===== config.mk =====
export PLATFORM = sky130hd
export DESIGN_NAME = vih_handler
export DESIGN_NICKNAME = d
export VERILOG_FILES = /design/src/rtl/vih_prio_enc.v /design/src/rtl/vih_handler.v
export VERILOG_INCLUDE_DIRS = /design/src /design/src/rtl
export SDC_FILE = /design/constraint.sdc
export NUM_CORES = 1
export LEC_CHECK = 0
export ABC_AREA = 0
export BUFFER_PORTS_ARGS = -buffer_cell sky130_fd_sc_hd__buf_2
export CAP_MARGIN = 30
export CORE_MARGIN = 3
export CORE_UTILIZATION = 30
export DETAILED_ROUTE_END_ITERATION = 6
export GPL_TIMING_DRIVEN = 0
export SLEW_MARGIN = 5
export SYNTH_ARGS = -nofsm -noshare
export SYNTH_HDL_FRONTEND = slang
export SYNTH_HIERARCHICAL = 1
export SYNTH_SLANG_ARGS = --single-unit
export TNS_END_PERCENT = 1

===== constraint.sdc =====
create_clock -name clk -period 7.1 [get_ports clk]
set_input_delay 1.42 -clock clk [delete_from_list [all_inputs] [get_ports clk]]
set_output_delay 1.42 -clock clk [all_outputs]
set_load 0.05 [all_outputs]

===== src/rtl/vih_map.vh =====
// Register offsets, field positions and reset values of the vectored interrupt handler.
`ifndef VIH_MAP_VH
`define VIH_MAP_VH

// ************************************************************
// Word offsets on the register bus
// ************************************************************
`define VIH_OFS_BASIC_EN      4'h0
`define VIH_OFS_BASIC_PRIO    4'h1
`define VIH_OFS_EXT_EN1       4'h2
`define VIH_OFS_EXT_EN2       4'h3
`define VIH_OFS_EXT_PRIO1     4'h4
`define VIH_OFS_EXT_PRIO2     4'h5
`define VIH_OFS_TIMER_CTRL    4'h6
`define VIH_OFS_TIMER2_CTRL   4'h7
`define VIH_OFS_PORT3_FLAG    4'h8
`define VIH_OFS_PEND0         4'h9
`define VIH_OFS_PEND1         4'hA
`define VIH_OFS_PEND2         4'hB
`define VIH_OFS_STATUS        4'hC

// ************************************************************
// Field positions
// ************************************************************
`define VIH_BIT_GLOBAL_EN     7
`define VIH_BIT_EXT0_TRIG     0
`define VIH_BIT_EXT0_PEND     1
`define VIH_BIT_EXT1_TRIG     2
`define VIH_BIT_EXT1_PEND     3
`define VIH_BIT_TMR0_OVF      5
`define VIH_BIT_TMR1_OVF      7
`define VIH_BIT_TMR2_OVF      7
`define VIH_BIT_TMR2_EXT      6
`define VIH_BIT_EXT6_POL      2
`define VIH_BIT_EXT7_POL      3
`define VIH_BIT_EXT6_PEND     5
`define VIH_BIT_EXT7_PEND     6
`define VIH_BIT_XTAL_VALID    7

// ************************************************************
// Source order numbers
// ************************************************************
`define VIH_SRC_COUNT         22
`define VIH_SRC_EXT0          0
`define VIH_SRC_TMR0          1
`define VIH_SRC_EXT1          2
`define VIH_SRC_TMR1          3
`define VIH_SRC_TMR2          5
`define VIH_SRC_EXT6          18
`define VIH_SRC_EXT7          19
`define VIH_SRC_XTAL          21

// ************************************************************
// Vectors and reset values
// ************************************************************
`define VIH_RESET_VECTOR      16'h0000
`define VIH_VEC_LOW_BITS      3'b011
`define VIH_RST_BYTE          8'h00
`define VIH_PRIO_UNUSED_RD    2'b11
`define VIH_SYNC_RST          5'b0_0011

`endif


===== src/rtl/vih_prio_enc.v =====
// Fixed-order priority encoder: lowest set index wins.
`timescale 1ns/10ps
`default_nettype none

module vih_prio_enc (
    // Request vector
    input  wire [21:0] req,
    // Result
    output reg         found,
    output reg  [4:0]  index
);

    integer i;

    always @* begin
        found = 1'b0;
        index = 5'h00;
        for (i = 21; i >= 0; i = i - 1) begin
            if (req[i]) begin
                found = 1'b1;
                index = i[4:0];
            end
        end
    end

endmodule // vih_prio_enc

`default_nettype wire


===== src/rtl/vih_handler.v =====
// Vectored interrupt handler with Avalon-MM register slave.
// Operation
// - Twenty-two sources, each one of two levels.
// - Valid condition sets pending flag regardless of enable.
// - Enabled pending flag requests call after instruction.
// - Return resumes the interrupted instruction stream.
// - Disabled pending flag produces no request.
// - Global enable gates every individual enable.
// - Flag still set after return re-requests after one instruction.
// - Software setting a flag acts as real event.
// - External 0/1 active low, level or edge.
// - Edge external 0/1 flag clears on vectoring.
// - Level external 0/1 flag follows the pin.
// - External 6/7 edge, selectable polarity, port3 flags.
// - Reset vector zero; source n at 3 plus 8n.
// - Timer 0/1 flags clear on vectoring, others kept.
// - Enable bits split over basic and extended registers.
// - Priority bits mirror the enable mapping.
// - Timer 2 overflow or external flag share vector.
// - Crystal valid flag is source 21 pending.
// - High preempts low; high wins, then lower index.
// - Requests sampled and decoded every clock cycle.
//
// Decided for this implementation: the Avalon-MM register port and the placing of the registers.
`timescale 1ns/10ps
`default_nettype none
`include "vih_map.vh"

module vih_handler (
    // Clock and reset
    input  wire        clk,
    input  wire        rstn,
    // Avalon-MM slave
    input  wire [3:0]  avs_address,
    input  wire        avs_read,
    input  wire        avs_write,
    input  wire [31:0] avs_writedata,
    output reg  [31:0] avs_readdata,
    output wire        avs_waitrequest,
    // Peripheral events, one-cycle pulses from the system clock domain
    input  wire [21:0] src_event,
    input  wire        timer2_ext_event,
    // External pins and oscillator status
    input  wire        ext_irq0_n,
    input  wire        ext_irq1_n,
    input  wire        ext_irq6,
    input  wire        ext_irq7,
    input  wire        xtal_valid,
    // CPU core
    input  wire        cpu_irq_ack,
    input  wire        cpu_return_from_irq,
    input  wire        cpu_instr_done,
    output reg         irq_req,
    output reg  [15:0] irq_vector,
    output reg  [4:0]  irq_source
);

    // ************************************************************
    // Pin synchronisers
    // ************************************************************
    reg  [4:0]  sync1_r;
    reg  [4:0]  sync2_r;
    reg  [4:0]  prev_r;

    always @(posedge clk or negedge rstn) begin
        if (!rstn) begin
            sync1_r <= `VIH_SYNC_RST;
            sync2_r <= `VIH_SYNC_RST;
            prev_r  <= `VIH_SYNC_RST;
        end else begin
            sync1_r <= {xtal_valid, ext_irq7, ext_irq6, ext_irq1_n, ext_irq0_n};
            sync2_r <= sync1_r;
            prev_r  <= sync2_r;
        end
    end

    // ************************************************************
    // Configuration registers
    // ************************************************************
    reg  [7:0]  basic_irq_enable_reg;
    reg  [5:0]  basic_priority_reg;
    reg  [7:0]  extended_enable_reg1;
    reg  [7:0]  extended_enable_reg2;
    reg  [7:0]  extended_priority_reg1;
    reg  [7:0]  extended_priority_reg2;
    reg         ext0_trigger_select;
    reg         ext1_trigger_select;
    reg         ext6_pol_r;
    reg         ext7_pol_r;
    reg  [20:0] pend_r;
    reg         timer2_external_flag;

    wire        global_irq_enable = basic_irq_enable_reg[`VIH_BIT_GLOBAL_EN];
    wire        crystal_valid_flag = sync2_r[4];

    // ************************************************************
    // Bus slave: one wait state, write lands when waitrequest is low
    // ************************************************************
    reg         ack_r;
    wire        acc = avs_read | avs_write;
    wire        wr_go = avs_write & ack_r;
    wire [7:0]  wd = avs_writedata[7:0];

    assign avs_waitrequest = acc & ~ack_r;

    always @(posedge clk or negedge rstn) begin
        if (!rstn) begin
            ack_r <= 1'b0;
        end else begin
            ack_r <= acc & ~ack_r;
        end
    end

    always @(posedge clk or negedge rstn) begin
        if (!rstn) begin
            basic_irq_enable_reg   <= `VIH_RST_BYTE;
            basic_priority_reg     <= 6'h00;
            extended_enable_reg1   <= `VIH_RST_BYTE;
            extended_enable_reg2   <= `VIH_RST_BYTE;
            extended_priority_reg1 <= `VIH_RST_BYTE;
            extended_priority_reg2 <= `VIH_RST_BYTE;
            ext0_trigger_select    <= 1'b0;
            ext1_trigger_select    <= 1'b0;
            ext6_pol_r             <= 1'b0;
            ext7_pol_r             <= 1'b0;
        end else if (wr_go) begin
            case (avs_address)
                `VIH_OFS_BASIC_EN:    basic_irq_enable_reg   <= wd;
                `VIH_OFS_BASIC_PRIO:  basic_priority_reg     <= wd[5:0];
                `VIH_OFS_EXT_EN1:     extended_enable_reg1   <= wd;
                `VIH_OFS_EXT_EN2:     extended_enable_reg2   <= wd;
                `VIH_OFS_EXT_PRIO1:   extended_priority_reg1 <= wd;
                `VIH_OFS_EXT_PRIO2:   extended_priority_reg2 <= wd;
                `VIH_OFS_TIMER_CTRL: begin
                    ext0_trigger_select <= wd[`VIH_BIT_EXT0_TRIG];
                    ext1_trigger_select <= wd[`VIH_BIT_EXT1_TRIG];
                end
                `VIH_OFS_PORT3_FLAG: begin
                    ext6_pol_r <= wd[`VIH_BIT_EXT6_POL];
                    ext7_pol_r <= wd[`VIH_BIT_EXT7_POL];
                end
                default: begin
                end
            endcase
        end
    end

    // ************************************************************
    // Software view of the pending flags
    // ************************************************************
    reg  [20:0] sw_wen;
    reg  [20:0] sw_val;

    always @* begin
        sw_wen = 21'h00_0000;
        sw_val = 21'h00_0000;
        if (wr_go) begin
            case (avs_address)
                `VIH_OFS_TIMER_CTRL: begin
                    sw_wen[`VIH_SRC_EXT0] = 1'b1;
                    sw_val[`VIH_SRC_EXT0] = wd[`VIH_BIT_EXT0_PEND];
                    sw_wen[`VIH_SRC_TMR0] = 1'b1;
                    sw_val[`VIH_SRC_TMR0] = wd[`VIH_BIT_TMR0_OVF];
                    sw_wen[`VIH_SRC_EXT1] = 1'b1;
                    sw_val[`VIH_SRC_EXT1] = wd[`VIH_BIT_EXT1_PEND];
                    sw_wen[`VIH_SRC_TMR1] = 1'b1;
                    sw_val[`VIH_SRC_TMR1] = wd[`VIH_BIT_TMR1_OVF];
                end
                `VIH_OFS_TIMER2_CTRL: begin
                    sw_wen[`VIH_SRC_TMR2] = 1'b1;
                    sw_val[`VIH_SRC_TMR2] = wd[`VIH_BIT_TMR2_OVF];
                end
                `VIH_OFS_PORT3_FLAG: begin
                    sw_wen[`VIH_SRC_EXT6] = 1'b1;
                    sw_val[`VIH_SRC_EXT6] = wd[`VIH_BIT_EXT6_PEND];
                    sw_wen[`VIH_SRC_EXT7] = 1'b1;
                    sw_val[`VIH_SRC_EXT7] = wd[`VIH_BIT_EXT7_PEND];
                end
                `VIH_OFS_PEND0: begin
                    sw_wen[5:0] = 6'h3F;
                    sw_val[5:0] = wd[5:0];
                end
                `VIH_OFS_PEND1: begin
                    sw_wen[13:6] = 8'hFF;
                    sw_val[13:6] = wd;
                end
                `VIH_OFS_PEND2: begin
                    sw_wen[20:14] = 7'h7F;
                    sw_val[20:14] = wd[6:0];
                end
                default: begin
                end
            endcase
        end
    end

    wire        t2_ext_wen = wr_go && (avs_address == `VIH_OFS_TIMER2_CTRL);

    // ************************************************************
    // Hardware set and clear of the pending flags
    // ************************************************************
    wire        act6 = ext6_pol_r ? sync2_r[2] : ~sync2_r[2];
    wire        act6_prev = ext6_pol_r ? prev_r[2] : ~prev_r[2];
    wire        act7 = ext7_pol_r ? sync2_r[3] : ~sync2_r[3];
    wire        act7_prev = ext7_pol_r ? prev_r[3] : ~prev_r[3];

    reg  [20:0] hw_set;
    reg  [20:0] hw_clr;
    reg  [4:0]  ack_idx;

    always @* begin
        hw_set = src_event[20:0];
        hw_set[`VIH_SRC_EXT0] = src_event[`VIH_SRC_EXT0] | (~sync2_r[0] & prev_r[0]);
        hw_set[`VIH_SRC_EXT1] = src_event[`VIH_SRC_EXT1] | (~sync2_r[1] & prev_r[1]);
        hw_set[`VIH_SRC_EXT6] = src_event[`VIH_SRC_EXT6] | (act6 & ~act6_prev);
        hw_set[`VIH_SRC_EXT7] = src_event[`VIH_SRC_EXT7] | (act7 & ~act7_prev);
        hw_clr = 21'h00_0000;
        if (cpu_irq_ack) begin
            case (ack_idx)
                `VIH_SRC_EXT0: hw_clr[`VIH_SRC_EXT0] = 1'b1;
                `VIH_SRC_EXT1: hw_clr[`VIH_SRC_EXT1] = 1'b1;
                `VIH_SRC_TMR0: hw_clr[`VIH_SRC_TMR0] = 1'b1;
                `VIH_SRC_TMR1: hw_clr[`VIH_SRC_TMR1] = 1'b1;
                default: begin
                end
            endcase
        end
    end

    genvar g;
    generate
        for (g = 0; g < 21; g = g + 1) begin : g_pend
            always @(posedge clk or negedge rstn) begin
                if (!rstn) begin
                    pend_r[g] <= 1'b0;
                end else if (g == `VIH_SRC_EXT0 && !ext0_trigger_select) begin
                    pend_r[g] <= ~sync2_r[0];
                end else if (g == `VIH_SRC_EXT1 && !ext1_trigger_select) begin
                    pend_r[g] <= ~sync2_r[1];
                end else if (hw_set[g]) begin
                    pend_r[g] <= 1'b1;
                end else if (sw_wen[g]) begin
                    pend_r[g] <= sw_val[g];
                end else if (hw_clr[g]) begin
                    pend_r[g] <= 1'b0;
                end
            end
        end
    endgenerate

    always @(posedge clk or negedge rstn) begin
        if (!rstn) begin
            timer2_external_flag <= 1'b0;
        end else if (timer2_ext_event) begin
            timer2_external_flag <= 1'b1;
        end else if (t2_ext_wen) begin
            timer2_external_flag <= wd[`VIH_BIT_TMR2_EXT];
        end
    end

    // ************************************************************
    // Gating and priority decode
    // ************************************************************
    wire [21:0] pend_eff;
    wire [21:0] en_vec;
    wire [21:0] prio_vec;

    assign pend_eff = {crystal_valid_flag, pend_r[20:6],
                       pend_r[5] | timer2_external_flag, pend_r[4:0]};
    assign en_vec   = {extended_enable_reg2, extended_enable_reg1,
                       basic_irq_enable_reg[5:0]};
    assign prio_vec = {extended_priority_reg2, extended_priority_reg1,
                       basic_priority_reg};

    reg         svc_hi_r;
    reg         svc_lo_r;
    reg         hold_r;
    wire [21:0] elig = pend_eff & en_vec & {22{global_irq_enable}};
    wire [21:0] hi_req = elig & prio_vec;
    wire [21:0] lo_req = elig & ~prio_vec;
    wire        hi_found;
    wire [4:0]  hi_idx;
    wire        lo_found;
    wire [4:0]  lo_idx;

    vih_prio_enc u_hi_enc (
        .req   (hi_req),
        .found (hi_found),
        .index (hi_idx)
    );

    vih_prio_enc u_lo_enc (
        .req   (lo_req),
        .found (lo_found),
        .index (lo_idx)
    );

    wire        hi_ok = hi_found & ~svc_hi_r & ~hold_r;
    wire        lo_ok = lo_found & ~svc_hi_r & ~svc_lo_r & ~hold_r;
    wire [4:0]  win_idx = hi_ok ? hi_idx : lo_idx;

    always @* begin
        ack_idx = irq_source;
    end

    // Request and vector are re-decided on every clock edge.
    always @(posedge clk or negedge rstn) begin
        if (!rstn) begin
            irq_req    <= 1'b0;
            irq_source <= 5'h00;
            irq_vector <= `VIH_RESET_VECTOR;
        end else begin
            irq_req    <= (hi_ok | lo_ok) & ~cpu_irq_ack;
            irq_source <= win_idx;
            irq_vector <= {8'h00, win_idx, `VIH_VEC_LOW_BITS};
        end
    end

    // ************************************************************
    // Service level tracking
    // ************************************************************
    always @(posedge clk or negedge rstn) begin
        if (!rstn) begin
            svc_hi_r <= 1'b0;
            svc_lo_r <= 1'b0;
            hold_r   <= 1'b0;
        end else begin
            if (cpu_irq_ack) begin
                if (prio_vec[irq_source]) begin
                    svc_hi_r <= 1'b1;
                end else begin
                    svc_lo_r <= 1'b1;
                end
            end else if (cpu_return_from_irq) begin
                if (svc_hi_r) begin
                    svc_hi_r <= 1'b0;
                end else begin
                    svc_lo_r <= 1'b0;
                end
            end
            if (cpu_return_from_irq) begin
                hold_r <= 1'b1;
            end else if (cpu_instr_done) begin
                hold_r <= 1'b0;
            end
        end
    end

    // ************************************************************
    // Read data
    // ************************************************************
    reg  [7:0]  rd_byte;

    always @* begin
        rd_byte = 8'h00;
        case (avs_address)
            `VIH_OFS_BASIC_EN:    rd_byte = basic_irq_enable_reg;
            `VIH_OFS_BASIC_PRIO:  rd_byte = {`VIH_PRIO_UNUSED_RD, basic_priority_reg};
            `VIH_OFS_EXT_EN1:     rd_byte = extended_enable_reg1;
            `VIH_OFS_EXT_EN2:     rd_byte = extended_enable_reg2;
            `VIH_OFS_EXT_PRIO1:   rd_byte = extended_priority_reg1;
            `VIH_OFS_EXT_PRIO2:   rd_byte = extended_priority_reg2;
            `VIH_OFS_TIMER_CTRL: begin
                rd_byte[`VIH_BIT_EXT0_TRIG] = ext0_trigger_select;
                rd_byte[`VIH_BIT_EXT0_PEND] = pend_r[`VIH_SRC_EXT0];
                rd_byte[`VIH_BIT_EXT1_TRIG] = ext1_trigger_select;
                rd_byte[`VIH_BIT_EXT1_PEND] = pend_r[`VIH_SRC_EXT1];
                rd_byte[`VIH_BIT_TMR0_OVF]  = pend_r[`VIH_SRC_TMR0];
                rd_byte[`VIH_BIT_TMR1_OVF]  = pend_r[`VIH_SRC_TMR1];
            end
            `VIH_OFS_TIMER2_CTRL: begin
                rd_byte[`VIH_BIT_TMR2_OVF] = pend_r[`VIH_SRC_TMR2];
                rd_byte[`VIH_BIT_TMR2_EXT] = timer2_external_flag;
            end
            `VIH_OFS_PORT3_FLAG: begin
                rd_byte[`VIH_BIT_EXT6_POL]  = ext6_pol_r;
                rd_byte[`VIH_BIT_EXT7_POL]  = ext7_pol_r;
                rd_byte[`VIH_BIT_EXT6_PEND] = pend_r[`VIH_SRC_EXT6];
                rd_byte[`VIH_BIT_EXT7_PEND] = pend_r[`VIH_SRC_EXT7];
            end
            `VIH_OFS_PEND0:       rd_byte = {2'b00, pend_eff[5:0]};
            `VIH_OFS_PEND1:       rd_byte = pend_eff[13:6];
            `VIH_OFS_PEND2:       rd_byte = pend_eff[21:14];
            `VIH_OFS_STATUS:      rd_byte = {irq_req, 4'h0, hold_r, svc_hi_r, svc_lo_r};
            default:              rd_byte = 8'h00;
        endcase
    end

    always @(posedge clk or negedge rstn) begin
        if (!rstn) begin
            avs_readdata <= 32'h0000_0000;
        end else if (avs_read & ~ack_r) begin
            avs_readdata <= {24'h00_0000, rd_byte};
        end
    end

endmodule // vih_handler

`default_nettype wire


==> results.md <==
* I/O pin count at 126
* Post-CTS sizing at 0
* Via count at 5,689
* Status: finished, final reports clean
* Remaining DRCs at 0
* Post-Layout Cell Count at 1,070
* Routed Antenna Nets at 0
* Max reg flops at 20
* WL/cell at 21.6 um
* Worst-path cell chain: buf_2, nor2_1, nor2_1, buf_2
* PwrDens at 275 nW/um^2
* Worst slew pin tran at 0.830 ns
* DP Worst Slack at 3.62 ns
* Combinational power share at 35.7%
* Switching Fraction at 40.7%
* DIE AREA at 23,100 sq um
* CTS Hold Buffers Added at 0
* WHS at 0.348 ns
* Crit. End Element: primary output
* Worst slew margin at 44.7%
* CP max stage delay at 0.28 ns
* First-pass GRT wire length at 34.9 mm
* Core area at 20,600 sq um
* Num CTS Buffers at 9
* Max-cap viol count at 0
* Placed Instances at 1,054
* Distinct cells, synth at 66
* Iteration-0 DRC Markers at 521
* Layout cell share with drive strength beyond 1 at 26.3%
* Post-CTS setup buffers at 0
* Crit path launch type: input pin
* CTS clk-pin slew, worst paths at 0.08 ns
* H-tree depth at 3
* TritonCTS clock tree: yes
* Gpl congestion at 0.988
* Crit-path slowest cell: buf_2
* Sequential area share after synthesis at 41.3%
* Crit path depth at 4
* Final min period at 3.44 ns
* Post-synth EDFFs at 0
* Synthesis Warnings at 6
* Post-Route WL at 23.1 mm
* Clk buf depth at 2
* Clock network power share at 23.3%
* Largest net degree at the start of global routing at 69
* Clock Root Buffer: clkbuf_16
* Clock skew at 0.00984 ns
* Slew Viols, Final at 0
* Achievable frequency at 291 MHz
* Arrival @ worst endpoint at 2.02 ns
* Die Height at 152 um
* Vias in the first global route at 5,505
* Layout area overhead at 16.9%
* Diodes inserted at 0
* Clk_lat worst skew at 0.36 ns
* Yosys top cell by area: dfrtp_1
* Reg2reg setup slack at 4.29 ns
* RR Startpoint: basic_irq_enable_reg[7]
* Initial antenna violation count at 0
* Power Internal at 1.22 mW
* Final setup viols at 0
* Final Worst Setup Slack at 3.66 ns
* Worst Reg2Reg Path Length in Cells at 10
* Top post-synthesis cells by area: dfrtp_1 (39%), mux2_2 (8.3%), buf_4 (5.1%), nor2_1 (4.8%), nor2b_1 (3.1%)
* PortBufs at 62
* Initial Util at 31.1%
* RSZ-0062 raised after global routing: no
* Worst ir drop on vdd at 0.000113 V
* Cell Area, Synth at 6380 sq um
* Max FO, Critical Path at 6
* Yosys reg bits at 105
* Total negative slack at 0 ns
* Die Width at 152 um
* Layout Nets at 866
* Synth Instances at 689
* Vias/cell at 5.32
* Period Utilization, post-route at 48.4%
* Total Power at 2.06 mW
* Final Hold Vio Count at 0
* Synth top cells by count: dfrtp_1 (99), nor2_1 (82), nand2_1 (49)
* Hold_sp: sync1_r[3]
* Hold path depth at 0
* HPWL Detailed at 17.6 mm
* Cell with the most instances after synthesis: dfrtp_1
* HP Class: reg -> reg
* Iteration count of the initial detailed-routing pass at 7
* Leakage at 3.24 nW
* Worst path bufs/invs at 2
* Required @ worst endpoint at 5.68 ns
* Gr usage total at 19.8%
* Mean Syn Cell Area at 9.27 sq um
* Yosys top cell area share at 38.8%
* CTS Sinks at 105
* Std-Cell Rows at 52
* Crit Path Category: in -> out
* Sequential Power Share at 41.0%
* Hold worst-path end: sync2_r[3]
* Asr flop ratio synth at 100%
* Crit path max-delay family: buffers and inverters
* Congestion Overflow GR at 0
* Psw at 836 uW
* Reg2reg end: irq_vector[7]
* Synth Flop Type: dfrtp_1
cell type report:
cell class / count / area, sq um
Clock inverter: 5 / 42.5
Multi-Input combinational cell: 507 / 3280
Timing Repair Buffer: 63 / 344
Tap cell: 270 / 338
Buffer: 73 / 450
Clock buffer: 11 / 233
Inverter: 36 / 135
Sequential cell: 105 / 2640
Fill cell: 2139 / 13100
kinds of logic after synthesis:
family                   after synthesis  synth area share, %
AND/OR/NAND/NOR                      260                 21.1
AO/OA/AOI/OAI                        151                 17.1
buffers and inverters                109                 9.17
flip-flops                           105                 41.3
multiplexers                          61                 11.1
other                                  2                0.118
adder cells (fa/ha/maj)                1                0.157
how the worst max path moves through the flow:
stage                              start               to  slack (ns)
after floorplan                avs_write  avs_waitrequest        3.56
after global placement              rstn           hold_r        3.31
after detailed placement  avs_address[0]  avs_readdata[0]        3.62
after CTS                      avs_write  avs_waitrequest        3.66
after global routing           avs_write  avs_waitrequest        3.58
final                          avs_write  avs_waitrequest        3.66
cell usage in the layout (no fill, tap or decap), types with 4 or more instances in the layout:
master and instances:
o31ai_1 7, nand2_1 49, a31oi_1 4, nor2b_1 32
clkbuf_1 20, o21ai_0 38, mux2i_1 11, a32oi_1 10
inv_1 36, and3_1 5, a221oi_1 4, o22ai_1 5
clkbuf_16 9, nand2b_1 12, dfstp_2 6, nor4_1 12
a211o_1 16, conb_1 34, nand3_1 24, a21oi_1 17
buf_2 73, o211ai_1 5, a22oi_1 9, buf_4 43
nor2_1 82, nor3b_1 4, nor3_1 14, dfrtp_1 99
mux2_2 47
stage by stage:
| stage | instance area, sq um | utilization [%] |
|---|---|---|
| floorplan | 6500 | - |
| global placement | 7150 | 34.8 |
| detailed placement | 7190 | 35.0 |
| CTS | 7460 | 36.3 |
| global route | 7460 | 36.3 |
| finish | 7460 | 36.3 |
routing by layer:
metal	routed length (um)	vias up	global-route usage, %	share of wire [%]
met5	0	-	0	0
met4	558	0	5.65	2.4
met3	1920	34	4.27	8.3
met2	10200	269	30.1	44
met1	10400	2773	28.6	45
li1	-	2613	-	-
power groups by stage:
stage / sequential, mW / clock (mW) / combinational [mW]
floorplan: 0.860 / 0 / 0.476
global placement: 0.847 / 0 / 0.721
detailed placement: 0.851 / 0 / 0.724
CTS: 0.839 / 0.493 / 0.728
global route: 0.857 / 0.518 / 0.792
finish: 0.842 / 0.480 / 0.734
Note: power is estimated with default switching activity, not from simulation.
